==> src/hw/sacr_pkg.sv <==
// Shared constants for the converter host controller
package sacr_pkg;
  // Clock and pin timing, times in ns, counts derived at 250 MHz
  localparam int CLK_PS       = 4000;
  localparam int T_RESET_NS   = 50;   // Reset pulse width
  localparam int T_START_NS   = 40;   // Start pulse high time
  localparam int T_LATCH_NS   = 40;   // Wait after busy falls before reading
  localparam int T_RDLOW_NS   = 40;   // Read strobe low time, parallel
  localparam int T_SCLKH_NS   = 40;   // Half period of generated serial clock
  localparam int RST_CYC_I    = (T_RESET_NS * 1000 + CLK_PS - 1) / CLK_PS;
  localparam int START_CYC_I  = (T_START_NS * 1000 + CLK_PS - 1) / CLK_PS;
  localparam int LATCH_CYC_I  = (T_LATCH_NS * 1000 + CLK_PS - 1) / CLK_PS;
  localparam int RDLOW_CYC_I  = (T_RDLOW_NS * 1000 + CLK_PS - 1) / CLK_PS;
  localparam int SCLKH_CYC_I  = (T_SCLKH_NS * 1000 + CLK_PS - 1) / CLK_PS;
  localparam logic [7:0] RST_CYC   = 8'(RST_CYC_I);
  localparam logic [7:0] START_CYC = 8'(START_CYC_I);
  localparam logic [7:0] LATCH_CYC = 8'(LATCH_CYC_I);
  localparam logic [7:0] RDLOW_CYC = 8'(RDLOW_CYC_I);
  localparam logic [7:0] SCLKH_CYC = 8'(SCLKH_CYC_I);

  // Result layout and stream width
  localparam int RES_W  = 16;
  localparam int CH_W   = 3;
  localparam int WORD_W = RES_W + CH_W;
  localparam int FIFO_D = 4;
  localparam logic [4:0] LAST_BIT = 5'h0F;

  // Register map of the controller
  localparam logic [3:0] OFS_CTRL   = 4'h0;
  localparam logic [3:0] OFS_NCH    = 4'h4;
  localparam logic [3:0] OFS_STATUS = 4'h8;
  localparam logic [3:0] OFS_DATA   = 4'hC;
  localparam int CTRL_GO     = 0;
  localparam int CTRL_RESET  = 1;
  localparam int CTRL_RANGE  = 2;
  localparam int CTRL_SERIAL = 3;
  localparam int ST_IDLE_B   = 0;
  localparam int ST_BUSY_B   = 1;
  localparam int ST_AVAIL_B  = 2;
  localparam int ST_FERR_B   = 3;
  localparam logic [3:0] NCH_RST = 4'h8;

  // Sequencer states
  typedef enum logic [11:0] {
    S_RST   = 12'h001,
    S_IDLE  = 12'h002,
    S_START = 12'h004,
    S_WBH   = 12'h008,
    S_WBL   = 12'h010,
    S_LATCH = 12'h020,
    S_PRD   = 12'h040,
    S_SHI   = 12'h080,
    S_SLO   = 12'h100,
    S_PUSHA = 12'h200,
    S_PUSHB = 12'h400,
    S_SPARE = 12'h800
  } sacr_state_e;
endpackage

==> src/hw/sacr_stream_if.sv <==
// Valid/ready stream carrier between controller and its FIFO
`timescale 1ns/1ps
interface sacr_stream_if #(parameter int W = 19);
  logic         valid;
  logic         ready;
  logic [W-1:0] data;
  modport src (output valid, output data, input ready);
  modport snk (input valid, input data, output ready);
endinterface

==> src/hw/sacr_host.sv <==
// Host controller: starts conversions on the converter and reads its results
`timescale 1ns/1ps
module sacr_host (
  input  wire logic        sys_clk,             // 250 MHz system clock
  input  wire logic        rstn,                // Async reset, active low
  input  wire logic [3:0]  reg_addr,            // Register byte address
  input  wire logic [31:0] reg_wdata,           // Register write data
  input  wire logic        reg_wr,              // Write strobe
  input  wire logic        reg_rd,              // Read strobe
  output logic      [31:0] reg_rdata,           // Read data, cycle after strobe
  output logic             adc_reset,           // Converter reset, active high
  output logic             start_group_a,       // Start input A
  output logic             start_group_b,       // Start input B
  output logic             range_sel,           // High: wide range
  output logic             interface_select,    // High: serial interface
  output logic             cs_n,                // Chip select, active low
  output logic             rd_n,                // Read strobe / serial clock
  input  wire logic        busy,                // Converter busy
  input  wire logic        first_channel_flag,  // First channel marker
  input  wire logic [15:0] parallel_result_bus, // Parallel result lines
  input  wire logic        serial_line_a,       // Serial data line A
  input  wire logic        serial_line_b        // Serial data line B
);
  localparam int SW = 20;

  sacr_pkg::sacr_state_e     state_q;
  logic [SW-1:0]             s1_q;
  logic [SW-1:0]             s2_q;
  logic                      busy_s;
  logic                      flag_s;
  logic [15:0]               bus_s;
  logic                      line_a_s;
  logic                      line_b_s;
  logic [7:0]                cnt_q;
  logic [4:0]                bit_q;
  logic [2:0]                ch_q;
  logic [2:0]                half;
  logic [3:0]                nch_q;
  logic                      go_q;
  logic                      rst_req_q;
  logic                      range_cfg_q;
  logic                      serial_cfg_q;
  logic                      ferr_q;
  logic                      ferr_set;
  logic [15:0]               wa_q;
  logic [15:0]               wb_q;
  logic                      go_take;
  logic                      rst_take;
  logic                      data_rd;
  logic [7:0]                rstw_q;

  sacr_stream_if #(.W(sacr_pkg::WORD_W)) fill_s ();
  sacr_stream_if #(.W(sacr_pkg::WORD_W)) drain_s ();

  sacr_fifo #(.W(sacr_pkg::WORD_W), .D(sacr_pkg::FIFO_D)) u_fifo (
    .sys_clk (sys_clk),
    .rstn    (rstn),
    .in_s    (fill_s),
    .out_s   (drain_s)
  );

  // Two-flop synchronisers; only the second stage is read
  always_ff @(posedge sys_clk or negedge rstn) begin
    if (!rstn) begin
      s1_q <= '0;
      s2_q <= '0;
    end else begin
      s1_q <= {busy, first_channel_flag, parallel_result_bus, serial_line_a, serial_line_b};
      s2_q <= s1_q;
    end
  end
  assign busy_s   = s2_q[19];
  assign flag_s   = s2_q[18];
  assign bus_s    = s2_q[17:2];
  assign line_a_s = s2_q[1];
  assign line_b_s = s2_q[0];

  assign half     = nch_q[3:1];
  assign go_take  = (state_q == sacr_pkg::S_IDLE) && go_q;
  assign rst_take = (state_q == sacr_pkg::S_IDLE) && !go_q && rst_req_q;
  assign data_rd  = reg_rd && (reg_addr == sacr_pkg::OFS_DATA);

  // Stream words; serial line B carries the upper half of the channels
  assign fill_s.valid = (state_q == sacr_pkg::S_PUSHA) || (state_q == sacr_pkg::S_PUSHB);
  assign fill_s.data  = (state_q == sacr_pkg::S_PUSHB) ? {ch_q + half, wb_q} : {ch_q, wa_q};
  assign drain_s.ready = data_rd;

  // Flag must be high exactly on channel one's read
  assign ferr_set = ((state_q == sacr_pkg::S_PRD) && (cnt_q == sacr_pkg::RDLOW_CYC)
                     && (flag_s != (ch_q == '0)))
                 || ((state_q == sacr_pkg::S_SLO) && (cnt_q == sacr_pkg::SCLKH_CYC)
                     && (bit_q == '0) && (flag_s != (ch_q == '0)));

  // Software registers; a pending request set wins over its consumption
  always_ff @(posedge sys_clk or negedge rstn) begin
    if (!rstn) begin
      go_q         <= 1'b0;
      rst_req_q    <= 1'b0;
      range_cfg_q  <= 1'b0;
      serial_cfg_q <= 1'b0;
      nch_q        <= sacr_pkg::NCH_RST;
      ferr_q       <= 1'b0;
    end else begin
      if (reg_wr && reg_addr == sacr_pkg::OFS_CTRL) begin
        go_q         <= reg_wdata[sacr_pkg::CTRL_GO] | (go_q & ~go_take);
        rst_req_q    <= reg_wdata[sacr_pkg::CTRL_RESET] | (rst_req_q & ~rst_take);
        range_cfg_q  <= reg_wdata[sacr_pkg::CTRL_RANGE];
        serial_cfg_q <= reg_wdata[sacr_pkg::CTRL_SERIAL];
      end else begin
        go_q      <= go_q & ~go_take;
        rst_req_q <= rst_req_q & ~rst_take;
      end
      if (reg_wr && reg_addr == sacr_pkg::OFS_NCH) begin
        nch_q <= (reg_wdata[3:0] == '0 || reg_wdata[3:0] > sacr_pkg::NCH_RST)
                 ? sacr_pkg::NCH_RST : reg_wdata[3:0];
      end
      if (ferr_set) begin
        ferr_q <= 1'b1;
      end else if (reg_wr && reg_addr == sacr_pkg::OFS_STATUS && reg_wdata[sacr_pkg::ST_FERR_B]) begin
        ferr_q <= 1'b0;
      end
    end
  end

  // Read port; a data read pops the FIFO, empty reads give zero
  always_ff @(posedge sys_clk or negedge rstn) begin
    if (!rstn) begin
      reg_rdata <= '0;
    end else if (reg_rd) begin
      case (reg_addr)
        sacr_pkg::OFS_CTRL:   reg_rdata <= {28'h0000000, serial_cfg_q, range_cfg_q, rst_req_q, go_q};
        sacr_pkg::OFS_NCH:    reg_rdata <= {28'h0000000, nch_q};
        sacr_pkg::OFS_STATUS: reg_rdata <= {28'h0000000, ferr_q, drain_s.valid, busy_s,
                                            state_q == sacr_pkg::S_IDLE};
        sacr_pkg::OFS_DATA:   reg_rdata <= drain_s.valid ? {13'h0000, drain_s.data} : '0;
        default:              reg_rdata <= '0;
      endcase
    end else begin
      reg_rdata <= '0;
    end
  end

  // Sequencer: reset pulse, start, wait on busy, then read the channels; serial mode reads whole A/B pairs only, so an odd count above one drops its last
  always_ff @(posedge sys_clk or negedge rstn) begin
    if (!rstn) begin
      state_q          <= sacr_pkg::S_RST;
      cnt_q            <= '0;
      bit_q            <= '0;
      ch_q             <= '0;
      wa_q             <= '0;
      wb_q             <= '0;
      adc_reset        <= 1'b1;
      start_group_a    <= 1'b0;
      start_group_b    <= 1'b0;
      range_sel        <= 1'b0;
      interface_select <= 1'b0;
      cs_n             <= 1'b1;
      rd_n             <= 1'b1;
    end else begin
      case (state_q)
        sacr_pkg::S_RST: begin
          cnt_q <= cnt_q + 1'b1;
          if (cnt_q == sacr_pkg::RST_CYC - 8'h01) begin
            adc_reset <= 1'b0;
            cnt_q     <= '0;
            state_q   <= sacr_pkg::S_IDLE;
          end
        end
        sacr_pkg::S_IDLE: begin
          // Range and mode only move between conversions
          range_sel        <= range_cfg_q;
          interface_select <= serial_cfg_q;
          cnt_q            <= '0;
          if (go_take && !busy_s) begin
            start_group_a <= 1'b1;
            start_group_b <= 1'b1;
            state_q       <= sacr_pkg::S_START;
          end else if (rst_take) begin
            adc_reset <= 1'b1;
            state_q   <= sacr_pkg::S_RST;
          end
        end
        sacr_pkg::S_START: begin
          cnt_q <= cnt_q + 1'b1;
          if (cnt_q == sacr_pkg::START_CYC - 8'h01) begin
            start_group_a <= 1'b0;
            start_group_b <= 1'b0;
            state_q       <= sacr_pkg::S_WBH;
          end
        end
        sacr_pkg::S_WBH: begin
          if (busy_s) begin
            state_q <= sacr_pkg::S_WBL;
          end
        end
        sacr_pkg::S_WBL: begin
          cnt_q <= '0;
          if (!busy_s) begin
            state_q <= sacr_pkg::S_LATCH;
          end
        end
        sacr_pkg::S_LATCH: begin
          // Results settle a short time after busy falls
          cnt_q <= cnt_q + 1'b1;
          if (cnt_q == sacr_pkg::LATCH_CYC) begin
            cnt_q   <= '0;
            ch_q    <= '0;
            bit_q   <= '0;
            cs_n    <= 1'b0;
            rd_n    <= serial_cfg_q ? 1'b1 : 1'b0;
            state_q <= serial_cfg_q ? sacr_pkg::S_SHI : sacr_pkg::S_PRD;
          end
        end
        sacr_pkg::S_PRD: begin
          // Counted past sync latency so the bus is stable when taken
          cnt_q <= cnt_q + 1'b1;
          if (cnt_q == sacr_pkg::RDLOW_CYC) begin
            wa_q    <= bus_s;
            cs_n    <= 1'b1;
            rd_n    <= 1'b1;
            state_q <= sacr_pkg::S_PUSHA;
          end
        end
        sacr_pkg::S_SHI: begin
          cnt_q <= cnt_q + 1'b1;
          if (cnt_q == sacr_pkg::SCLKH_CYC) begin
            cnt_q   <= '0;
            rd_n    <= 1'b0;
            state_q <= sacr_pkg::S_SLO;
          end
        end
        sacr_pkg::S_SLO: begin
          // Sample just before the rising edge that shifts the next bit
          cnt_q <= cnt_q + 1'b1;
          if (cnt_q == sacr_pkg::SCLKH_CYC) begin
            cnt_q <= '0;
            wa_q  <= {wa_q[14:0], line_a_s};
            wb_q  <= {wb_q[14:0], line_b_s};
            rd_n  <= 1'b1;
            bit_q <= bit_q + 1'b1;
            if (bit_q == sacr_pkg::LAST_BIT) begin
              cs_n    <= 1'b1;
              state_q <= sacr_pkg::S_PUSHA;
            end else begin
              state_q <= sacr_pkg::S_SHI;
            end
          end
        end
        sacr_pkg::S_PUSHA: begin
          // Full FIFO stalls the read sequence here
          cnt_q <= '0;
          bit_q <= '0;
          if (fill_s.ready) begin
            if (interface_select) begin
              state_q <= sacr_pkg::S_PUSHB;
            end else if ({1'b0, ch_q} + 4'h1 == nch_q) begin
              state_q <= sacr_pkg::S_IDLE;
            end else begin
              ch_q    <= ch_q + 1'b1;
              cs_n    <= 1'b0;
              rd_n    <= 1'b0;
              state_q <= sacr_pkg::S_PRD;
            end
          end
        end
        sacr_pkg::S_PUSHB: begin
          if (fill_s.ready) begin
            if (ch_q + 3'h1 >= half) begin
              state_q <= sacr_pkg::S_IDLE;
            end else begin
              ch_q    <= ch_q + 1'b1;
              cs_n    <= 1'b0;
              state_q <= sacr_pkg::S_SHI;
            end
          end
        end
        default: begin
          cs_n    <= 1'b1;
          rd_n    <= 1'b1;
          state_q <= sacr_pkg::S_IDLE;
        end
      endcase
    end
  end

  // Helper: width of the current reset pulse
  always_ff @(posedge sys_clk or negedge rstn) begin
    if (!rstn) begin
      rstw_q <= '0;
    end else begin
      rstw_q <= adc_reset ? rstw_q + 1'b1 : '0;
    end
  end

  property p_starts_together;
    @(posedge sys_clk) disable iff (!rstn)
      start_group_a == start_group_b;
  endproperty
  a_starts_together: assert property (p_starts_together)
    else $error("start pins differ");

  property p_start_not_busy;
    @(posedge sys_clk) disable iff (!rstn)
      $rose(start_group_a) |-> !busy_s ##1 start_group_a [*8];
  endproperty
  a_start_not_busy: assert property (p_start_not_busy)
    else $error("start raised while busy or too short");

  property p_reset_width;
    @(posedge sys_clk) disable iff (!rstn)
      $fell(adc_reset) |-> rstw_q == sacr_pkg::RST_CYC;
  endproperty
  a_reset_width: assert property (p_reset_width)
    else $error("reset pulse width wrong");

  property p_no_read_busy;
    @(posedge sys_clk) disable iff (!rstn)
      !cs_n |-> !busy_s;
  endproperty
  a_no_read_busy: assert property (p_no_read_busy)
    else $error("read overlaps busy");

  property p_range_idle;
    @(posedge sys_clk) disable iff (!rstn)
      $changed(range_sel) |-> $past(state_q) == sacr_pkg::S_IDLE;
  endproperty
  a_range_idle: assert property (p_range_idle)
    else $error("range changed outside idle");
endmodule // sacr_host

==> src/hw/sacr_fifo.sv <==
// Flip-flop FIFO with valid/ready on both sides
`timescale 1ns/1ps
module sacr_fifo #(
  parameter int W = 19,
  parameter int D = 4
) (
  input wire logic sys_clk,      // System clock
  input wire logic rstn,         // Async reset, active low
  sacr_stream_if.snk in_s,       // Fill side
  sacr_stream_if.src out_s       // Drain side
);
  localparam int PW = $clog2(D);
  localparam logic [PW:0] FULL_CNT = (PW + 1)'(D);
  localparam logic [PW-1:0] LAST_IX = PW'(D - 1);

  logic [W-1:0]  mem_q [D];
  logic [PW-1:0] wp_q;
  logic [PW-1:0] rp_q;
  logic [PW:0]   cnt_q;
  logic          push;
  logic          pop;

  // Honest flags; full drops ready so the producer stalls
  assign in_s.ready  = (cnt_q != FULL_CNT);
  assign out_s.valid = (cnt_q != '0);
  assign out_s.data  = mem_q[rp_q];
  assign push        = in_s.valid && in_s.ready;
  assign pop         = out_s.valid && out_s.ready;

  // Storage, written by index
  always_ff @(posedge sys_clk) begin
    if (push) begin
      mem_q[wp_q] <= in_s.data;
    end
  end

  // Pointers and fill level
  always_ff @(posedge sys_clk or negedge rstn) begin
    if (!rstn) begin
      wp_q  <= '0;
      rp_q  <= '0;
      cnt_q <= '0;
    end else begin
      if (push) begin
        wp_q <= (wp_q == LAST_IX) ? '0 : wp_q + 1'b1;
      end
      if (pop) begin
        rp_q <= (rp_q == LAST_IX) ? '0 : rp_q + 1'b1;
      end
      if (push && !pop) begin
        cnt_q <= cnt_q + 1'b1;
      end else if (pop && !push) begin
        cnt_q <= cnt_q - 1'b1;
      end
    end
  end
endmodule // sacr_fifo

==> config.mk <==
export PLATFORM = sky130hd
export DESIGN_NAME = sacr_host
export DESIGN_NICKNAME = d
export VERILOG_FILES = /design/src/hw/sacr_pkg.sv /design/src/hw/sacr_stream_if.sv /design/src/hw/sacr_host.sv /design/src/hw/sacr_fifo.sv
export SDC_FILE = /design/constraint.sdc
export NUM_CORES = 1
export LEC_CHECK = 0
export BUFFER_PORTS_ARGS = -buffer_cell sky130_fd_sc_hd__buf_2
export CAP_MARGIN = 20
export CORE_ASPECT_RATIO = 0.75
export CORE_MARGIN = 2
export CORE_UTILIZATION = 52
export CTS_BUF_LIST = sky130_fd_sc_hd__clkbuf_8
export CTS_CLUSTER_SIZE = 25
export DETAILED_ROUTE_END_ITERATION = 10
export PLACE_DENSITY_LB_ADDON = 0.12
export SYNTH_ARGS = -nofsm -noshare
export SYNTH_HDL_FRONTEND = slang
export SYNTH_SLANG_ARGS = --single-unit
==> constraint.sdc <==
create_clock -name sys_clk -period 3.7 [get_ports sys_clk]
set_input_delay 0.185 -clock sys_clk [delete_from_list [all_inputs] [get_ports sys_clk]]
set_output_delay 0.185 -clock sys_clk [all_outputs]
set_load 0.02 [all_outputs]
==> results_dict.tcl <==
set metrics [dict create \
    dp_hpwl_um 12000 \
    drive_gt1_share_pct 24.6 \
    fmax_ghz 0.331 \
    grt_antenna_before_repair 0 \
    grt_max_degree 74 \
    p_leak_nw 4.53 \
    coreArea_sq_um 17600 \
    die_x_um 158 \
    finClkSkew_ns 0.0196 \
    worstSkewPairLatency_ns 0.51 \
    final_util_pct 61.2 \
    yosysWarnings 0 \
    fin_ws_ns 0.678 \
    fin_setup_tns_ns 0 \
    p_switching_mw 1.39 \
    wire_per_inst_um 16.9 \
    swShare_pct 26.3 \
    instances_no_fill 1074 \
    p_seq_share_pct 50.3 \
    multi_input_area_sq_um 3190 \
    synthCells 701 \
    required_ns 4.12 \
    drc_errors 0 \
    status "finished clean" \
    clockBufferDepth 3 \
    cts_tree "yes" \
    io_buffers 57 \
    placedCellCount 985 \
    detail_route.vias_per_cell 5.39 \
    path_clk_slew_ns 0.06 \
    layout_commonest_cell "dfrtp_1" \
    crit_fanout 10 \
    first_global_vias 5805 \
    end_kind "register" \
    whs_path_depth 2 \
    place_worst_setup_slack_ns 0.680 \
    hold_start "reg_addr[2]" \
    rsz0062_at_grt "false" \
    num_rows 42 \
    first_pass_iters 4 \
    grt_use_total_pct 20.4 \
    crit_start "state_q[1]" \
    fin_hold_ws_ns 0.0741 \
    drt-initial-drc-count 324 \
    arrival_ns 3.44 \
    ys_ff_latch 216 \
    syn_area_sq_um 9270 \
    cp-start-kind "register" \
    vdd_drop_max_mv 0.283 \
    p_int_mw 3.91 \
    hp-class "in2reg" \
    finalPower_mw 5.31 \
    p_comb_share_pct 12.3 \
    start_util_pct 52.8 \
    fillCellCount 1388 \
    grt-ovfl-total 0 \
    hold_viol 0 \
    reg2reg_slack_ns 0.68 \
    power_frac_clock_pct 37.4 \
    cts-root-buf "clkbuf_8" \
    clock_sinks 216 \
    post_cts_buffers 0 \
    worstReg2RegEnd "u_fifo.cnt_q[2]" \
    area_growth_pct 15.8 \
    die_h_um 120 \
    die_area_sq_um 18900 \
    synth_edf_count 76 \
    slew_violations 0 \
    setup_viol 0 \
    period_minus_slack_ns 3.02 \
    htree_levels 2 \
    min_to "reg_rdata[0]" \
    final_cell_mix "135 x dfrtp_1, 76 x edfxtp_1, 73 x nand2_1" \
    ys.flop_type "dfrtp_1" \
    grt_pass1_wl_um 30000 \
    dr_total_vias 5789 \
    nets 886 \
    crit_type "reg2reg" \
    synth.distinct_cells 69 \
    async_flop_share_pct 64.8 \
    worst_slew_pin_slew_ns 0.965 \
    antennaDiodeCount 0 \
    cts_buffers 34 \
    antenna_left 0 \
    ios 99 \
    max-slew-margin-rel_pct 35.7 \
    fin_crit_sh_pct 81.7 \
    reg2reg_from "state_q[1]" \
    wirelength_um 18200 \
    r2r_cells 9 \
    place_area_sq_um 9770 \
    finalInstanceArea_sq_um 10700 \
    register_area_sq_um 5790 \
    maxCapViolCount 0 \
    p_per_area_nw_per_um2 494 \
    synth_area_per_cell_sq_um 13.2 \
    synth-seq-area-share_pct 62.5 \
    place_congestion 0.856 \
]
[how the worst max path moves through the flow]
stage,to,slack [ns],cells after the start
after global placement,u_fifo.cnt_q[2],0.77,9
after floorplan,u_fifo.cnt_q[2],0.63,11
after CTS,u_fifo.cnt_q[2],0.68,9
after global routing,u_fifo.cnt_q[2],0.51,9
final,u_fifo.cnt_q[2],0.68,9
after detailed placement,u_fifo.cnt_q[2],0.68,9
[power by group through the flow]
stage | sequential (mW) | clock (mW) | combinational [mW]
floorplan | 2.68 | 0 | 0.483
global placement | 2.71 | 0 | 0.616
detailed placement | 2.71 | 0 | 0.627
CTS | 2.67 | 2.06 | 0.653
global route | 2.68 | 2.17 | 0.733
finish | 2.67 | 1.98 | 0.654
[critical path, cell delays in order (launching register included)]
cell	delay, ns
dfrtp_1	0.49
or4_4	0.59
or4_4	0.60
nor2_1	0.18
ha_1	0.21
inv_1	0.06
fa_1	0.37
xor2_1	0.17
nor2_1	0.11
xor2_1	0.16
[repair_timing]
action,4_1_cts,5_1_grt
resized for setup,0,0
hold buffers,27,0
endpoints found under the hold margin,102,0
setup endpoints to repair,0,0
[kinds of logic (layout without fill, tap and decap cells)]
group / count (synthesis) / count (layout) / share of synthesized area (%)
DFF: 216 / 216 / 62.5
AOI/OAI and AO/OA: 97 / 97 / 6.86
adders and majority gates: 20 / 20 / 2.86
and+or+nand+nor: 230 / 230 / 12.9
other: 1 / 13 / 0.0405
muxes: 61 / 61 / 9.69
xor gates and xnor gates: 14 / 14 / 1.48
buffers and inverters: 62 / 181 / 3.71
[synth_stat cells, types with 3 or more instances]
| library cell | number | area (sq um) |
|---|---|---|
| buf_4 | 15 | 113 |
| nand2b_1 | 7 | 43.8 |
| nor3b_1 | 6 | 45.0 |
| dfrtp_1 | 135 | 3380 |
| or2_2 | 6 | 37.5 |
| xor2_1 | 8 | 70.1 |
| mux2_2 | 40 | 450 |
| nand3_1 | 17 | 85.1 |
| nand4_1 | 10 | 62.6 |
| or4_4 | 4 | 45.0 |
| xnor2_1 | 5 | 43.8 |
| a31oi_1 | 20 | 125 |
| buf_6 | 6 | 67.6 |
| a21oi_1 | 11 | 55.1 |
| or3_1 | 3 | 18.8 |
| nor4_1 | 4 | 25.0 |
| inv_1 | 18 | 67.6 |
| o31ai_1 | 3 | 22.5 |
| and3_1 | 4 | 25.0 |
| ha_1 | 18 | 225 |
| and2_1 | 5 | 31.3 |
| mux4_2 | 19 | 428 |
| buf_1 | 4 | 15.0 |
| edfxtp_1 | 76 | 2280 |
| nor2b_1 | 18 | 113 |
| nor2_1 | 42 | 158 |
| clkbuf_1 | 18 | 67.6 |
| o2111ai_1 | 3 | 26.3 |
| o211ai_1 | 3 | 22.5 |
| nand2_1 | 73 | 274 |
| o22ai_1 | 5 | 31.3 |
| nor3_1 | 11 | 55.1 |
| o21ai_0 | 26 | 130 |
| dfstp_2 | 5 | 131 |
| nor4b_1 | 7 | 61.3 |
[flip-flops by register name (all words and copies together), names as in the netlist, 2 cells and up]
name	flops
u_fifo.mem_q	76
s1_q	20
s2_q	20
reg_rdata	19
wa_q	16
wb_q	16
state_q	11
cnt_q	8
bit_q	5
nch_q	4
ch_q	3
u_fifo.cnt_q	3
u_fifo.rp_q	2
u_fifo.wp_q	2
[metal layers]
metal,GRT usage (%),wire [um],share of wire [%],up-vias
met4,5.97,255,1.4,0
li1,-,-,-,2748
met3,4.73,1040,5.7,25
met1,30.7,8890,49,2853
met2,29.9,7960,44,163
met5,0,0,0,-
[cell type report]
type | count | area share (%)
well taps | 242 | 2.82
multi-input cells | 435 | 29.7
clock inverters | 17 | 0.711
flip-flops and latches | 216 | 54.0
repair buffers | 101 | 6.42
inverters | 18 | 0.629
clock buffers | 45 | 5.77
Note: power is estimated with default switching activity, not from simulation.
